==> src/include/lfp_pkg.sv <==
// constants, register map and types of the line feed and paper end controller
package lfp_pkg;
	localparam int unsigned CLK_HZ       = 50_000_000;
	localparam int unsigned DEB_TIME_MS  = 5;
	localparam int unsigned DEB_CYCLES   = CLK_HZ / 1000 * DEB_TIME_MS;
	localparam int unsigned STEP_TIME_US = 2000;
	localparam int unsigned STEP_CYCLES  = CLK_HZ / 1_000_000 * STEP_TIME_US;
	localparam int unsigned DEB_CNT_W    = 18;
	localparam int unsigned DIV_W        = 20;

	localparam logic [5:0] STEPS_6LPI      = 6'h18;
	localparam logic [5:0] STEPS_8LPI      = 6'h12;
	localparam logic [1:0] LINES_AFTER_END = 2'h3;

	// byte addresses on the register bus
	localparam logic [4:0] ADDR_CTRL = 5'h00;
	localparam logic [4:0] ADDR_STAT = 5'h04;
	localparam logic [4:0] ADDR_IRQS = 5'h08;
	localparam logic [4:0] ADDR_MASK = 5'h0C;
	localparam logic [4:0] ADDR_STEP = 5'h10;

	// control register bits
	localparam int unsigned CB_LINE_DONE  = 0;
	localparam int unsigned CB_RET_HOME   = 1;
	localparam int unsigned CB_LPI8       = 2;
	localparam int unsigned CB_LINE_ACC   = 3;
	localparam int unsigned CB_PRINT_DONE = 4;
	localparam int unsigned CB_RX_ACTIVE  = 5;
	localparam int unsigned CB_GO_ONLINE  = 6;

	// interrupt status bits
	localparam int unsigned IB_FEED_DONE = 0;
	localparam int unsigned IB_HOME      = 1;
	localparam int unsigned IB_PAPER_END = 2;
	localparam int unsigned IB_OFFLINE   = 3;
	localparam int unsigned IRQ_W        = 4;

	// switch channels
	localparam int unsigned SW_SEL = 0;
	localparam int unsigned SW_LOW = 1;
	localparam int unsigned SW_OUT = 2;
	localparam int unsigned SW_N   = 3;

	localparam logic                 RST_ONLINE = 1'b1;
	localparam logic                 RST_LPI8   = 1'b0;
	localparam logic [IRQ_W-1:0]     RST_MASK   = 4'h0;

	typedef enum logic [1:0] {
		MOT_IDLE   = 2'b00,
		MOT_FEED   = 2'b01,
		MOT_RETURN = 2'b10
	} lfp_mot_t;

	// two-phase excitation: step index to phase pair, gray order
	function automatic logic [1:0] lfp_phase(input logic [1:0] idx);
		lfp_phase = {idx[1], idx[1] ^ idx[0]};
	endfunction : lfp_phase
endpackage : lfp_pkg

==> src/include/lfp_sw_if.sv <==
// switch inputs between the controller and its debouncer
`timescale 1ns/10ps
interface lfp_sw_if;
	import lfp_pkg::*;
	logic [SW_N-1:0] raw;
	logic [SW_N-1:0] level;
	logic [SW_N-1:0] press;
	modport ctrl (output raw, input level, input press);
	modport deb  (input raw, output level, output press);
endinterface : lfp_sw_if

==> src/verilog/lfp_debounce.sv <==
// synchroniser and debouncer for the select button and paper switches
`timescale 1ns/10ps
module lfp_debounce import lfp_pkg::*; #(
	parameter int unsigned P_CYCLES = DEB_CYCLES
) (
	input  wire logic i_ref_clk,
	input  wire logic i_rst,
	lfp_sw_if.deb     sw
);
	genvar g;
	generate
		for (g = 0; g < SW_N; g++) begin : g_ch
			logic                 s1_q, s2_q, lvl_q, lvl_d, pr_q, pr_d;
			logic [DEB_CNT_W-1:0] cnt_q, cnt_d;

			always_comb begin
				lvl_d = lvl_q;
				cnt_d = '0;
				pr_d  = 1'b0;
				// a change must hold for the full window before it counts
				if (s2_q != lvl_q) begin
					cnt_d = cnt_q + 1'b1;
					if (cnt_q == DEB_CNT_W'(P_CYCLES - 1)) begin
						lvl_d = s2_q;
						cnt_d = '0;
						pr_d  = s2_q;
					end
				end
			end

			always_ff @(posedge i_ref_clk) begin
				if (i_rst) begin
					s1_q  <= 1'b0;
					s2_q  <= 1'b0;
					lvl_q <= 1'b0;
					cnt_q <= '0;
					pr_q  <= 1'b0;
				end else begin
					s1_q  <= sw.raw[g];
					s2_q  <= s1_q;
					lvl_q <= lvl_d;
					cnt_q <= cnt_d;
					pr_q  <= pr_d;
				end
			end

			assign sw.level[g] = lvl_q;
			assign sw.press[g] = pr_q;
		end
	endgenerate
endmodule : lfp_debounce

==> src/verilog/lfp_ctrl.sv <==
// line feed, carriage return and paper end / select controller with Avalon-MM registers
`timescale 1ns/10ps
module lfp_ctrl import lfp_pkg::*; #(
	parameter int unsigned P_DEB_CYCLES  = DEB_CYCLES,
	parameter int unsigned P_STEP_CYCLES = STEP_CYCLES
) (
	input  wire logic        i_ref_clk,
	input  wire logic        i_rst,
	input  wire logic [4:0]  i_avs_address,
	input  wire logic        i_avs_read,
	input  wire logic        i_avs_write,
	input  wire logic [31:0] i_avs_writedata,
	output logic      [31:0] o_avs_readdata,
	output logic             o_avs_waitrequest,
	input  wire logic        i_home_dark,
	input  wire logic        i_sel_button,
	input  wire logic        i_paper_low,
	input  wire logic        i_paper_out,
	output logic             o_space_phase_a,
	output logic             o_space_phase_b,
	output logic             o_feed_phase_a,
	output logic             o_feed_phase_b,
	output logic             o_feed_motor_overdrive_n,
	output logic             o_paper_end,
	output logic             o_select_lamp,
	output logic             o_paper_lamp,
	output logic             o_serial_ready_out,
	output logic             o_irq
);
	lfp_sw_if sw ();

	assign sw.raw[SW_SEL] = i_sel_button;
	assign sw.raw[SW_LOW] = i_paper_low;
	assign sw.raw[SW_OUT] = i_paper_out;

	lfp_debounce #(
		.P_CYCLES (P_DEB_CYCLES)
	) u_deb (
		.i_ref_clk (i_ref_clk),
		.i_rst     (i_rst),
		.sw        (sw)
	);

	// bus slave: one wait cycle, then the access completes
	logic              ack_q, ack_d;
	logic [31:0]       rdata_q, rdata_d;
	logic              wr_en;
	logic [31:0]       ctrl_wr;
	logic              lpi8_q, lpi8_d;
	logic              rx_act_q, rx_act_d;
	logic [DIV_W-1:0]  step_per_q, step_per_d;
	logic [IRQ_W-1:0]  mask_q, mask_d;
	logic [IRQ_W-1:0]  irqs_q, irqs_d, irq_set;

	// motion and paper state
	lfp_mot_t          mot_q, mot_d;
	logic [5:0]        steps_q, steps_d;
	logic [DIV_W-1:0]  div_q, div_d;
	logic [1:0]        sp_idx_q, sp_idx_d, fd_idx_q, fd_idx_d;
	logic [1:0]        sp_ph_q, sp_ph_d, fd_ph_q, fd_ph_d;
	logic              feed_pend_q, feed_pend_d;
	logic              online_q, online_d;
	logic              pend_off_q, pend_off_d;
	logic              pe_seen_q, pe_seen_d;
	logic [1:0]        pe_lines_q, pe_lines_d;
	logic              host_pe_q, host_pe_d;
	logic              plamp_q, plamp_d;
	logic              det_q, det;
	logic              home_s1_q, home_s2_q;
	logic              tick;

	// ack_q falls after the completing edge, so a request still held reads as a new one
	assign o_avs_waitrequest = (i_avs_read | i_avs_write) & ~ack_q;
	assign wr_en             = i_avs_write & ack_q;
	assign ctrl_wr           = (wr_en && i_avs_address == ADDR_CTRL) ? i_avs_writedata : 32'h0;

	always_comb begin
		ack_d      = (i_avs_read | i_avs_write) & ~ack_q;
		rdata_d    = rdata_q;
		lpi8_d     = lpi8_q;
		rx_act_d   = rx_act_q;
		step_per_d = step_per_q;
		mask_d     = mask_q;
		// read data is captured at the first edge so it stands while waitrequest is low
		if (i_avs_read && !ack_q) begin
			case (i_avs_address)
				ADDR_CTRL: rdata_d = {25'h0, 1'b0, rx_act_q, 2'h0, lpi8_q, 2'h0};
				ADDR_STAT: rdata_d = {22'h0, pe_lines_q, o_serial_ready_out, home_s2_q,
					online_q, plamp_q, host_pe_q, det_q, mot_q == MOT_RETURN,
					mot_q == MOT_FEED};
				ADDR_IRQS: rdata_d = {28'h0, irqs_q};
				ADDR_MASK: rdata_d = {28'h0, mask_q};
				ADDR_STEP: rdata_d = {12'h0, step_per_q};
				default:   rdata_d = 32'h0;
			endcase
		end
		if (wr_en) begin
			case (i_avs_address)
				ADDR_CTRL: begin
					lpi8_d   = i_avs_writedata[CB_LPI8];
					rx_act_d = i_avs_writedata[CB_RX_ACTIVE];
				end
				ADDR_MASK: mask_d = i_avs_writedata[IRQ_W-1:0];
				// a zero period would tick only once per wrap of the 20-bit counter and crawl the motor
				ADDR_STEP: step_per_d = (i_avs_writedata[DIV_W-1:0] == '0) ?
					DIV_W'(1) : i_avs_writedata[DIV_W-1:0];
				default: ;
			endcase
		end
		// a new event wins over a write-one clear in the same cycle
		irqs_d = irqs_q | irq_set;
		if (wr_en && i_avs_address == ADDR_IRQS)
			irqs_d = (irqs_q & ~i_avs_writedata[IRQ_W-1:0]) | irq_set;
	end

	always_ff @(posedge i_ref_clk) begin
		if (i_rst) begin
			ack_q      <= 1'b0;
			rdata_q    <= 32'h0;
			lpi8_q     <= RST_LPI8;
			rx_act_q   <= 1'b0;
			step_per_q <= DIV_W'(P_STEP_CYCLES);
			mask_q     <= RST_MASK;
			irqs_q     <= '0;
		end else begin
			ack_q      <= ack_d;
			rdata_q    <= rdata_d;
			lpi8_q     <= lpi8_d;
			rx_act_q   <= rx_act_d;
			step_per_q <= step_per_d;
			mask_q     <= mask_d;
			irqs_q     <= irqs_d;
		end
	end

	// one period counter serves both motors, which never run together
	function automatic logic [DIV_W-1:0] next_div(input logic [DIV_W-1:0] cur,
		input logic at_end);
		next_div = at_end ? '0 : cur + DIV_W'(1);
	endfunction : next_div

	// either switch alone is enough to start the paper end sequence
	assign det  = sw.level[SW_LOW] | sw.level[SW_OUT];
	assign tick = (div_q == step_per_q - DIV_W'(1));

	always_comb begin
		mot_d       = mot_q;
		steps_d     = steps_q;
		div_d       = '0;
		sp_idx_d    = sp_idx_q;
		fd_idx_d    = fd_idx_q;
		feed_pend_d = feed_pend_q | ctrl_wr[CB_LINE_DONE];
		online_d    = online_q;
		pend_off_d  = pend_off_q;
		pe_seen_d   = pe_seen_q;
		pe_lines_d  = pe_lines_q;
		host_pe_d   = host_pe_q;
		plamp_d     = plamp_q;
		irq_set     = '0;
		case (mot_q)
			MOT_IDLE: begin
				// a queued line feed wins; a carriage return written in the same cycle is dropped, not queued
				if (feed_pend_d) begin
					mot_d       = MOT_FEED;
					feed_pend_d = 1'b0;
					// spacing written in the same word as the line strobe applies at once
					steps_d     = lpi8_d ? STEPS_8LPI : STEPS_6LPI;
				end else if (ctrl_wr[CB_RET_HOME]) begin
					mot_d = MOT_RETURN;
				end
			end
			MOT_FEED: begin
				div_d = next_div(div_q, tick);
				if (tick) begin
					fd_idx_d = fd_idx_q + 2'h1;
					steps_d  = steps_q - 6'h01;
					if (steps_q == 6'h01) begin
						mot_d                 = MOT_IDLE;
						irq_set[IB_FEED_DONE] = 1'b1;
					end
				end
			end
			MOT_RETURN: begin
				// stop as soon as the light path is broken, even mid period
				if (home_s2_q) begin
					mot_d            = MOT_IDLE;
					irq_set[IB_HOME] = 1'b1;
				end else begin
					div_d = next_div(div_q, tick);
					if (tick)
						sp_idx_d = sp_idx_q - 2'h1;
				end
			end
			default: mot_d = MOT_IDLE;
		endcase

		// paper end: latch once, then count the lines still accepted
		if (det && !det_q && !pe_seen_q) begin
			pe_seen_d              = 1'b1;
			pe_lines_d             = 2'h0;
			irq_set[IB_PAPER_END]  = 1'b1;
		end
		if (ctrl_wr[CB_LINE_ACC] && pe_seen_q && !host_pe_q) begin
			pe_lines_d = pe_lines_q + 2'h1;
			if (pe_lines_q == LINES_AFTER_END - 2'h1) begin
				host_pe_d           = 1'b1;
				online_d            = 1'b0;
				irq_set[IB_OFFLINE] = online_q;
			end
		end
		if (ctrl_wr[CB_PRINT_DONE]) begin
			if (host_pe_q)
				plamp_d = 1'b1;
			if (pend_off_q) begin
				online_d            = 1'b0;
				pend_off_d          = 1'b0;
				irq_set[IB_OFFLINE] = online_q;
			end
		end
		// the press only arms; going off-line waits until the pending print ends
		if (sw.press[SW_SEL] && online_q)
			pend_off_d = 1'b1;
		// back on line only with paper present
		if ((ctrl_wr[CB_GO_ONLINE] || (sw.press[SW_SEL] && !online_q)) && !det) begin
			online_d   = 1'b1;
			pe_seen_d  = 1'b0;
			pe_lines_d = 2'h0;
			host_pe_d  = 1'b0;
			plamp_d    = 1'b0;
			pend_off_d = 1'b0;
		end
		sp_ph_d = lfp_phase(sp_idx_d);
		fd_ph_d = lfp_phase(fd_idx_d);
	end

	always_ff @(posedge i_ref_clk) begin
		if (i_rst) begin
			mot_q       <= MOT_IDLE;
			steps_q     <= 6'h00;
			div_q       <= '0;
			sp_idx_q    <= 2'h0;
			fd_idx_q    <= 2'h0;
			sp_ph_q     <= 2'h0;
			fd_ph_q     <= 2'h0;
			feed_pend_q <= 1'b0;
			online_q    <= RST_ONLINE;
			pend_off_q  <= 1'b0;
			pe_seen_q   <= 1'b0;
			pe_lines_q  <= 2'h0;
			host_pe_q   <= 1'b0;
			plamp_q     <= 1'b0;
			det_q       <= 1'b0;
			home_s1_q   <= 1'b0;
			home_s2_q   <= 1'b0;
		end else begin
			mot_q       <= mot_d;
			steps_q     <= steps_d;
			div_q       <= div_d;
			sp_idx_q    <= sp_idx_d;
			fd_idx_q    <= fd_idx_d;
			sp_ph_q     <= sp_ph_d;
			fd_ph_q     <= fd_ph_d;
			feed_pend_q <= feed_pend_d;
			online_q    <= online_d;
			pend_off_q  <= pend_off_d;
			pe_seen_q   <= pe_seen_d;
			pe_lines_q  <= pe_lines_d;
			host_pe_q   <= host_pe_d;
			plamp_q     <= plamp_d;
			det_q       <= det;
			home_s1_q   <= i_home_dark;
			home_s2_q   <= home_s1_q;
		end
	end

	assign o_avs_readdata           = rdata_q;
	assign o_space_phase_a          = sp_ph_q[1];
	assign o_space_phase_b          = sp_ph_q[0];
	assign o_feed_phase_a           = fd_ph_q[1];
	assign o_feed_phase_b           = fd_ph_q[0];
	// low drives full torque; high leaves the motor on holding power
	assign o_feed_motor_overdrive_n = (mot_q != MOT_FEED);
	assign o_paper_end              = host_pe_q;
	assign o_select_lamp            = online_q;
	assign o_paper_lamp             = plamp_q;
	// after paper end the port stays ready only while a line is still being taken in
	assign o_serial_ready_out       = online_q & ~host_pe_q & (~pe_seen_q | rx_act_q);
	// level output; software removes the cause by writing ones to the status
	assign o_irq                    = |(irqs_q & mask_q);
endmodule : lfp_ctrl

==> config.mk <==
export PLATFORM = sky130hd
export DESIGN_NAME = lfp_ctrl
export DESIGN_NICKNAME = d
export VERILOG_FILES = /design/src/include/lfp_pkg.sv /design/src/include/lfp_sw_if.sv /design/src/verilog/lfp_debounce.sv /design/src/verilog/lfp_ctrl.sv
export SDC_FILE = /design/constraint.sdc
export NUM_CORES = 1
export LEC_CHECK = 0
export ABC_AREA = 1
export BUFFER_PORTS_ARGS = -buffer_cell sky130_fd_sc_hd__buf_2
export CORE_MARGIN = 8
export CORE_UTILIZATION = 55
export DETAILED_ROUTE_END_ITERATION = 10
export PLACE_DENSITY = 0.75
export SYNTH_ARGS = -nofsm -noshare
export SYNTH_HDL_FRONTEND = slang
export SYNTH_SLANG_ARGS = --single-unit
==> constraint.sdc <==
create_clock -name i_ref_clk -period 2.8 [get_ports i_ref_clk]
set_input_delay 0.28 -clock i_ref_clk [delete_from_list [all_inputs] [get_ports i_ref_clk]]
set_output_delay 0.28 -clock i_ref_clk [all_outputs]
set_load 0.005 [all_outputs]
# Word-level counts from Yosys, hierarchy flattened
# Index checks and enable logic that the tools add are counted.
totals:
  elab_cells: 171
  in_bits: 45
  output_inout_bits: 43
  ff_bits: 174
op_classes:
  n_reduce_logical: 40
  n_mux: 42
  add_sub_neg: 9
  eq_ne: 21
  bitwise_logic: 22
ops:
  columns: ["cell", "count"]
  rows:
  - ["$pmux W20 S5", 1]
  - ["$mux W20", 3]
  - ["$add A18 B1 Y18 const B", 3]
  - ["$eq A18 B18 Y1 const B", 3]
  - ["$pmux W20 S2", 1]
  - ["$mux W2", 12]
  - ["$add A20 B1 Y20 const B", 1]
  - ["$eq A20 B20 Y1", 1]
  - ["$logic_not A20 Y1", 1]
  - ["$sub A20 B1 Y20 const B", 1]
  - ["$mux W1", 18]
  - ["$reduce_and A2 Y1", 8]
  - ["$mux W6", 2]
  - ["$pmux W6 S2", 1]
  - ["$reduce_or A3 Y1", 4]
  - ["$eq A5 B4 Y1 const B", 2]
  - ["$logic_and A1 B1 Y1", 10]
  - ["$and A4 B4 Y4", 2]
  - ["$mux W4", 2]
  - ["$or A4 B4 Y4", 2]
  - ["$mux W7", 1]
  - ["$not A1 Y1", 7]
  - ["$eq A6 B1 Y1 const B", 1]
  - ["$logic_not A1 Y1", 6]
  - ["other kinds (24)", 41]

# Longest topological paths before layout
# Gate-level depths: netlist (run 1).
logic_depth:
  depth_word: 10
  ltp_mapped: 17

# By module
# A second synthesis (run 1) with hierarchy kept.
unflattened:
  cells_unflattened: 1290
  hier_area_um2: 8658.3
modules_own_cells:
  columns: ["mod", "area_per_inst_um2", "n_inst", "cells_each"]
  rows:
  - ["lfp_ctrl", 5363.9, 1, 808]
  - ["lfp_debounce", 3294.4, 1, 482]

# Least setup slack after synthesis (run 1)
# No wires, ideal clock.
synth_path:
  path_kind: "reg2reg"
  from: "reg step_per_q[0]"
  to: "reg div_q[12]"
  period_less_slack_ns: 1.994
  path_stages_with_launch: 18
  path_slack_ns: 0.806
  t_arrival_ns: 1.886
  n_path_buf: 1
  path_cell_list: "dfxtp_1 -> inv_2 -> ha_1 -> nand2_1 -> inv_1 -> nor2_1 -> nand2_1 -> nor2_1 -> nand3_1 -> nor2_2 -> nand3_1 -> nor2_4 -> nand2_4 -> nand2_4 -> inv_4 -> buf_6 -> nand3b_4 -> inv_2"
synth_via:
  elab_chain_len: 5
synth_rtl:
  columns: ["item", "line_no", "source"]
  rows:
  - ["start, declared", "lfp_ctrl.sv:51", "logic [DIV_W-1:0] step_per_q, step_per_d;"]
  - ["start signal, assigned", "lfp_ctrl.sv:122", "step_per_q <= DIV_W'(P_STEP_CYCLES);"]
  - ["start signal, assigned", "lfp_ctrl.sv:130", "step_per_q <= step_per_d;"]
  - ["$sub A20 B1 Y20 (*)", "lfp_ctrl.sv:144", "assign tick = (div_q == step_per_q - DIV_W'(1));"]
  - ["$eq A20 B20 Y1 (*)", "lfp_ctrl.sv:144", null]
  - ["$mux W20 (*)", "lfp_ctrl.sv:139", "next_div = at_end ? '0 : cur + DIV_W'(1);"]
  - ["$mux W20", "lfp_ctrl.sv:185", "if (home_s2_q) begin"]
  - ["$pmux W20 S2 (*)", "lfp_ctrl.sv:160", "case (mot_q)"]
  - ["end signal, assigned", "lfp_ctrl.sv:258", "div_q <= div_d;"]
  - ["end, declared", "lfp_ctrl.sv:58", "logic [DIV_W-1:0] div_q, div_d;"]
# Mark *: on every way between the ends. The rest lies on a longest branch, timed or not.
# A chain may end at the register's enable or synchronous reset.

# Worst setup path in the final report (run 1)
layout_path:
  from: "reg step_per_q[0]"
  to: "reg div_q[19]"
# Same word-level chain as after synthesis.

==> results.tsv, run 1 <==
stage	metric	value	unit
sta	slew_violations	0	
clocking	cts_resized	0	
global_routing	grt_max_degree	40	
logic_synthesis	synth_cell_types	45	
placement	routabilityCongestion	0.855	
critical_path	arrival	2.67	ns
clocking	cts.sinks	160	
global_routing	overflow	0	
clocking	clock_latency	0.44	ns
global_routing	grt_usage	0.208	
pwr	ir_drop	0.519	mV
finish	final_core_util	0.631	
sta	fin_crit_sh	0.837	
global_routing	grt_util_met1	0.249	
floorplan	io_pins	88	
status	status	finished clean	
sta	min_period	2.34	ns
logic_synthesis	synth_area_per_cell	6.95	um^2
sta	slew_headroom	0.528	
routing	wl_per_cell	13.2	um
critical_path	startpoint_type	flop	
placement	dpl.cell_count	1390	
global_routing	antenna_found_initial	0	
placement	dpl_cell_area	8520	um^2
clocking	post-cts-setup-buffers	0	
clocking	cts_max_level	4	
global_routing	use_met2	0.345	
global_routing	grt_pass1_vias	6849	
clocking	clkTransAtPathRegs	0.06	ns
logic_synthesis	syn_inst	1160	
clocking	cts_buffers	17	
sta	worstMarginPinSlew	0.705	ns
critical_path	required	3.13	ns
logic_synthesis	synth_top_area_frac	0.397	
critical_path	crit_fanout	13	
clocking	cts_hold_buf	0	
logic_synthesis	synth_top_cell_by_area	dfxtp_1	
floorplan	die_x	137	um
finish	design_area	9100	um^2
routing	drt-initial-drc-count	441	
logic_synthesis	yosysSeqAreaShare	0.397	
floorplan	start_util	0.559	
floorplan	rows	44	
clocking	cts_tree	yes	
finish	nets	1281	
sta	tns	0	ns
logic_synthesis	async_reset_ff_frac	0	
pwr	leakage	3.87	nW
floorplan	dieHeight	137	um
floorplan	die-area	18800	um^2
sta	setup_viol	0	
finish	areaGrowthSynthToFinish	12.8	%
floorplan	core	14400	um^2
finish	layout.cells.non_filler	1422	
critical_path	cp-end-kind	flop	
hold_path	worstHoldPathType	in -> reg	
pwr	power.density	568	nW/um^2
finish	nFillCells	1338	
sta	rsz0062_at_grt	false	
logic_synthesis	synthesis.area	8070	um^2
global_routing	grtUsageMet3	0.0543	
sta	max_freq	0.427	GHz
sta	fin_worst_skew	0.0132	ns
sta	hold_violations	0	
logic_synthesis	yosys_warnings	0	
global_routing	busiest_layer	met2	
finish	diodes	0	
routing	viasPerCell	5.15	
clocking	cts_buffer_depth	2	
logic_synthesis	ys_seq_elements	160	
critical_path	crit_type	reg -> reg	
global_routing	grt_pass1_wl	31.5	mm
routing	vias	7328	
logic_synthesis	synth_edf_count	0	
finish	drive_gt1_frac	0.133	
logic_synthesis	synth_top_flop_cell	dfxtp_1	
routing	drt-total-wl	18.8	mm
logic_synthesis	synthTopCellsByArea	dfxtp_1, nand2_1, inv_1	
routing	detail-route-antenna-nets	0	
routing	first_pass_iters	5	
clocking	root_buffer	clkbuf_16	
flow_run	cap_viol_max_count	0	
routing	drc	0	
placement	hpwl	14.2	mm
placement	port-buffer-count	63	
## area by class of cell
type	instances	area [um^2]	share of cell area
Multi-Input combinational cell	795	4040	0.444
Inverter	183	689	0.0757
Sequential cell	160	3200	0.352
Clock inverter	14	158	0.0173
Timing Repair Buffer	68	353	0.0388
Tap cell	184	230	0.0253
Clock buffer	18	429	0.0471
## per-stage QoR
step	power (mW)	setup slack (ns)	hold WS [ns]
floorplan	2.78	0.806	0.387
global placement	2.90	0.564	0.395
detailed placement	2.91	0.505	0.394
CTS	5.21	0.485	0.0354
global route	5.38	0.196	0.0479
finish	5.17	0.457	0.0470
## layout by cell type (no fill, tap or decap), types with 17 or more instances in the layout
master / synthesis / final
nand2_1: 233 / 233
dfxtp_1: 160 / 160
o21ai_0: 63 / 63
nand4_1: 26 / 26
nor2_1: 156 / 155
clkbuf_16: 0 / 17
xor2_1: 23 / 23
buf_2: 2 / 63
a21oi_1: 70 / 70
nor3_1: 26 / 26
nand3_1: 45 / 45
inv_1: 164 / 164
## synth_stat cells (all sizes together) (4+ instances only)
library cell and n:
xnor2 7, buf 16, a31oi 5, or2 5, o21a 4, nand3 55, ha 11, xor2 23
nor4 15, nor3b 6, o22ai 12, nor3 33, inv 180, nand4 26, nand2 241, a21oi 70
o21ai 69, nand3b 9, nor2 172, o211ai 9, dfxtp 160, clkbuf 17
## critical path, cell delays in order, from the launching register on
cell	delay [ns]
dfxtp_1	0.39
inv_2	0.08
ha_1	0.32
nand2_1	0.07
inv_1	0.04
nor2_1	0.07
nand2_1	0.06
nor2_1	0.10
nand3_1	0.09
nor2_2	0.18
nand3_1	0.14
nor2_4	0.15
nand2_4	0.08
nand2_4	0.14
inv_4	0.12
o211ai_1	0.11
inv_1	0.06
## sequential cells by signal (all words and copies together) (netlist names), 3 cells and up
register / cells
u_deb.g_ch.s1_q: 3
u_deb.g_ch.lvl_q: 3
u_deb.g_ch.cnt_q: 54
u_deb.g_ch.s2_q: 3
o_avs_readdata: 20
irqs_q: 4
mask_q: 4
steps_q: 6
div_q: 20
step_per_q: 20
## report_power, final
group	total, mW	leakage (nW)	internal (mW)	switching, mW
Combinational	0.496	2.30	0.170	0.326
Sequential	2.36	1.29	2.33	0.0370
Clock	2.31	0.276	1.33	0.983
## per-layer routing
metal / vias to the layer above / part of all wire / wire length [um]
met5: - / 0 / 0
met4: 0 / 0.029 / 554
met3: 30 / 0.047 / 882
met2: 137 / 0.48 / 8950
met1: 3330 / 0.45 / 8390
li1: 3831 / - / -
## cells by family (layout without fill, tap and decap cells)
family          count (synthesis)  after routing  synth area share
simple gates                  564            564             0.324
buf+inv                       216            283             0.108
compound gates                178            178             0.121
flops                         160            160             0.397
xor+xnor                       30             30            0.0326
fa+ha+maj                      11             11            0.0171
other cells                     1             12          0.000465
## path summary, 6_finish.rpt
kind         slack, ns               start  depth (start not counted)                 end
min               0.05        i_sel_button                          3  u_deb.g_ch[0].s1_q
max reg2reg       0.46       step_per_q[0]                         16           div_q[19]
min reg2reg       0.40  u_deb.g_ch[1].s1_q                          2  u_deb.g_ch[1].s2_q
max               0.46       step_per_q[0]                         16           div_q[19]
Note: power is estimated with default switching activity, not from simulation.
==> run 2, diff against run 1 <==
Settings changed: ABC_AREA 1 to 0, CORE_UTILIZATION 55 to 53, PLACE_DENSITY 0.75 to 0.76.
Clock period 2.8 ns to 1.9 ns, I/O delays scaled along.
==> run 2 against run 1 <==
Net effect:
- the run now ends with negative setup slack left
- combinational power down 35%
- largest cell class unchanged
- synthesized area down 5.5%
- highest routed layer unchanged
- worst setup slack worse by 1.3 ns
- critical endpoint is now sp_ph_q[0]
==> results.tsv, run 2 <==
stage	metric	value	unit
status	status	finished with violations	
status	violations	negative setup slack	
sta	slew_headroom	0.484	
global_routing	grtUsageMet3	0.0418	
critical_path	r2r-start	step_per_q[1]	
clocking	cts_buffers	17	
finish	layout_commonest_cell	nor2_1	
pwr	ir_drop	0.657	mV
routing	vias	6912	
clocking	root_buffer	clkbuf_16	
finish	top_register	u_deb.g_ch.cnt_q	
sta	setup_ws	-0.808	ns
pwr	power.density	711	nW/um^2
critical_path	startpoint_type	flop	
routing	detail-route-antenna-nets	0	
routing	drt-total-wl	19.8	mm
logic_synthesis	ys_seq_elements	160	
global_routing	grt_util_met1	0.285	
finish	largest_reg_flops	54	
global_routing	use_met2	0.347	
pwr	power	6.91	mW
routing	drc	0	
sta	max_freq	0.369	GHz
finish	diodes	0	
routing	drt-initial-drc-count	521	
critical_path	cp-end-kind	flop	
pwr	leakage	3.86	nW
critical_path	r2r_cells	8	
clocking	clkTransAtPathRegs	0.06	ns
hold_path	worstHoldPathType	in -> reg	
global_routing	grt_pass1_vias	6618	
logic_synthesis	yosys_warnings	0	
finish	final_cell_mix	nor2_1, dfxtp_1, buf_4, buf_2, nand2_1	
sta	min_period	2.71	ns
floorplan	io_pins	88	
logic_synthesis	synthesis.area	7630	um^2
logic_synthesis	synth.most_common_cell	nor2_1	
global_routing	antenna_found_initial	0	
sta	worstMarginPinSlew	0.774	ns
routing	first_pass_iters	5	
critical_path	required	2.25	ns
global_routing	overflow	0	
placement	port-buffer-count	63	
logic_synthesis	syn_inst	903	
flow_run	cap_viol_max_count	0	
critical_path	arrival	3.06	ns
floorplan	rows	44	
logic_synthesis	synthTopCellsByArea	dfxtp_1, nor2_1, xor2_1	
floorplan	die-area	18500	um^2
floorplan	die_x	136	um
critical_path	regToRegSetupSlack	-0.81	ns
logic_synthesis	synth_cell_types	70	
floorplan	start_util	0.533	
placement	routabilityCongestion	0.870	
clocking	cts_tree	yes	
critical_path	crit_slowest_cell	or4_4	
critical_path	cp-endpoint	sp_ph_q[0]	
sta	setup_viol	35	
sta	rsz0062_at_grt	true	
critical_path	crit_fanout	6	
placement	hpwl	14.6	mm
global_routing	busiest_layer	met2	
critical_path	crit_cells	8	
global_routing	grt_pass1_wl	32.5	mm
floorplan	core	14300	um^2
sta	tns	-26.28	ns
routing	wl_per_cell	15.7	um
critical_path	cp_top_family	simple AND/OR/NAND/NOR gates	
finish	nets	1126	
logic_synthesis	synthTopCellsByCount	nor2_1, dfxtp_1, nand2_1	
finish	areaGrowthSynthToFinish	27.5	%
global_routing	grt_usage	0.218	
finish	final_core_util	0.679	
sta	fin_worst_skew	0.00749	ns
finish	drive_gt1_frac	0.240	
critical_path	crit_type	reg -> reg	
logic_synthesis	synth_area_per_cell	8.45	um^2
critical_path	crit_start	step_per_q[1]	
routing	viasPerCell	5.46	
critical_path	max_stage_delay	0.54	ns
critical_path	critPathBufInv	1	
logic_synthesis	synth_top_flop_cell	dfxtp_1	
critical_path	rr_endpoint	sp_ph_q[0]	
clocking	cts_max_level	4	
sta	slew_violations	0	
clocking	cts_buffer_depth	2	
logic_synthesis	synth_top_cell_by_area	dfxtp_1	
floorplan	dieHeight	136	um
sta	hold_violations	0	
clocking	cts.sinks	160	
logic_synthesis	synth_top_area_frac	0.420	
logic_synthesis	synth_edf_count	0	
logic_synthesis	yosysSeqAreaShare	0.420	
critical_path	cp_common_cell	or4_4	
clocking	clock_latency	0.42	ns
critical_path	path_cells	buf_6, or4_4, o311a_1, nor3_2, nand4_1, or4_4, o21ai_4, mux2i_1	
logic_synthesis	async_reset_ff_frac	0	
sta	fin_crit_sh	1.43	
global_routing	grt_max_degree	34	
-- run 2: changes by cell type after synthesis, sizes merged, moves of 14 or more --
| cell | before | now |
|---|---|---|
| a21oi | 70 | 52 |
| clkbuf | 17 | 31 |
| o21ai | 69 | 17 |
| nand2 | 241 | 62 |
| and3 | 0 | 19 |
| mux2i | 0 | 28 |
| xor2 | 23 | 49 |
| inv | 180 | 28 |
| nand3 | 55 | 41 |
| xnor2 | 7 | 44 |
-- run 2: cell families (layout without fill, tap and decap cells) --
group	count (synthesis)	after routing	synth area share
compound gates	124	125	0.107
mux	30	30	0.0397
buf+inv	81	249	0.0499
fa+ha+maj	11	11	0.0180
flops	160	160	0.420
simple gates	403	403	0.258
other cells	1	12	0.000492
xor+xnor	93	93	0.107
-- run 2: how the worst min path moves through the flow --
stage / slack [ns] / endpoint / cells past startpoint / from
floorplan: 0.32 / step_per_q[10] / 2 / i_avs_writedata[10]
CTS: 0.004 / step_per_q[9] / 3 / i_avs_writedata[9]
global route: 0.004 / step_per_q[9] / 3 / i_avs_writedata[9]
detailed placement: 0.41 / u_deb.g_ch[0].s1_q / 2 / i_sel_button
finish: 0.01 / step_per_q[9] / 3 / i_avs_writedata[9]
global placement: 0.40 / u_deb.g_ch[2].s1_q / 2 / i_paper_out
-- run 2: power breakdown --
part	leakage, nW	switching [mW]	internal, mW
Combinational	2.29	0.197	0.124
Clock	0.276	1.38	1.82
Sequential	1.29	0.0164	3.38
Total	3.86	1.59	5.32
-- run 2: worst reg2reg max path: cells and delay by family (launching register included) --
kind | cells | cell delay, ns
AO/OA/AOI/OAI | 2 | 0.56
buffers and inverters | 1 | 0.11
flip-flops | 1 | 0.32
multiplexers | 1 | 0.20
AND/OR/NAND/NOR | 4 | 1.45
-- run 2: layout make-up --
type	count	area, um^2
inverter	28	105
fill	1178	4590
clock buffer	21	480
tap	184	230
timing repair buffer	189	1320
sequential	160	3200
clock inverter	11	78.8
multi-input combinational	674	4310
-- run 2: metrics by stage --
stage	area, um^2	hold slack, ns	worst slack (ns)	instances
6_report	9730	0.0131	-0.808	1267
3_3_place_gp	8910	0.402	-0.804	1222
2_1_floorplan	7780	0.315	-0.717	914
4_1_cts	9690	0.00357	-0.777	1267
3_5_place_dp	8910	0.408	-0.834	1222
5_1_grt	9730	0.00386	-0.889	1267
-- run 2: repair_timing --
| action | in CTS | in global routing |
|---|---|---|
| pin swaps | 21 | 3 |
| setup endpoints to repair | 35 | 55 |
| setup buffers | 6 | 0 |
| gates cloned | 1 | 0 |
| hold buffers | 6 | 0 |
| endpoints found under the hold margin | 6 | 0 |
| gates resized for setup | 19 | 8 |
-- run 2: per-layer routing --
layer | wire (um) | vias up
met4 | 428 | 0
met3 | 1010 | 30
met1 | 9060 | 3255
met5 | 0 | -
met2 | 9350 | 186
li1 | - | 3441
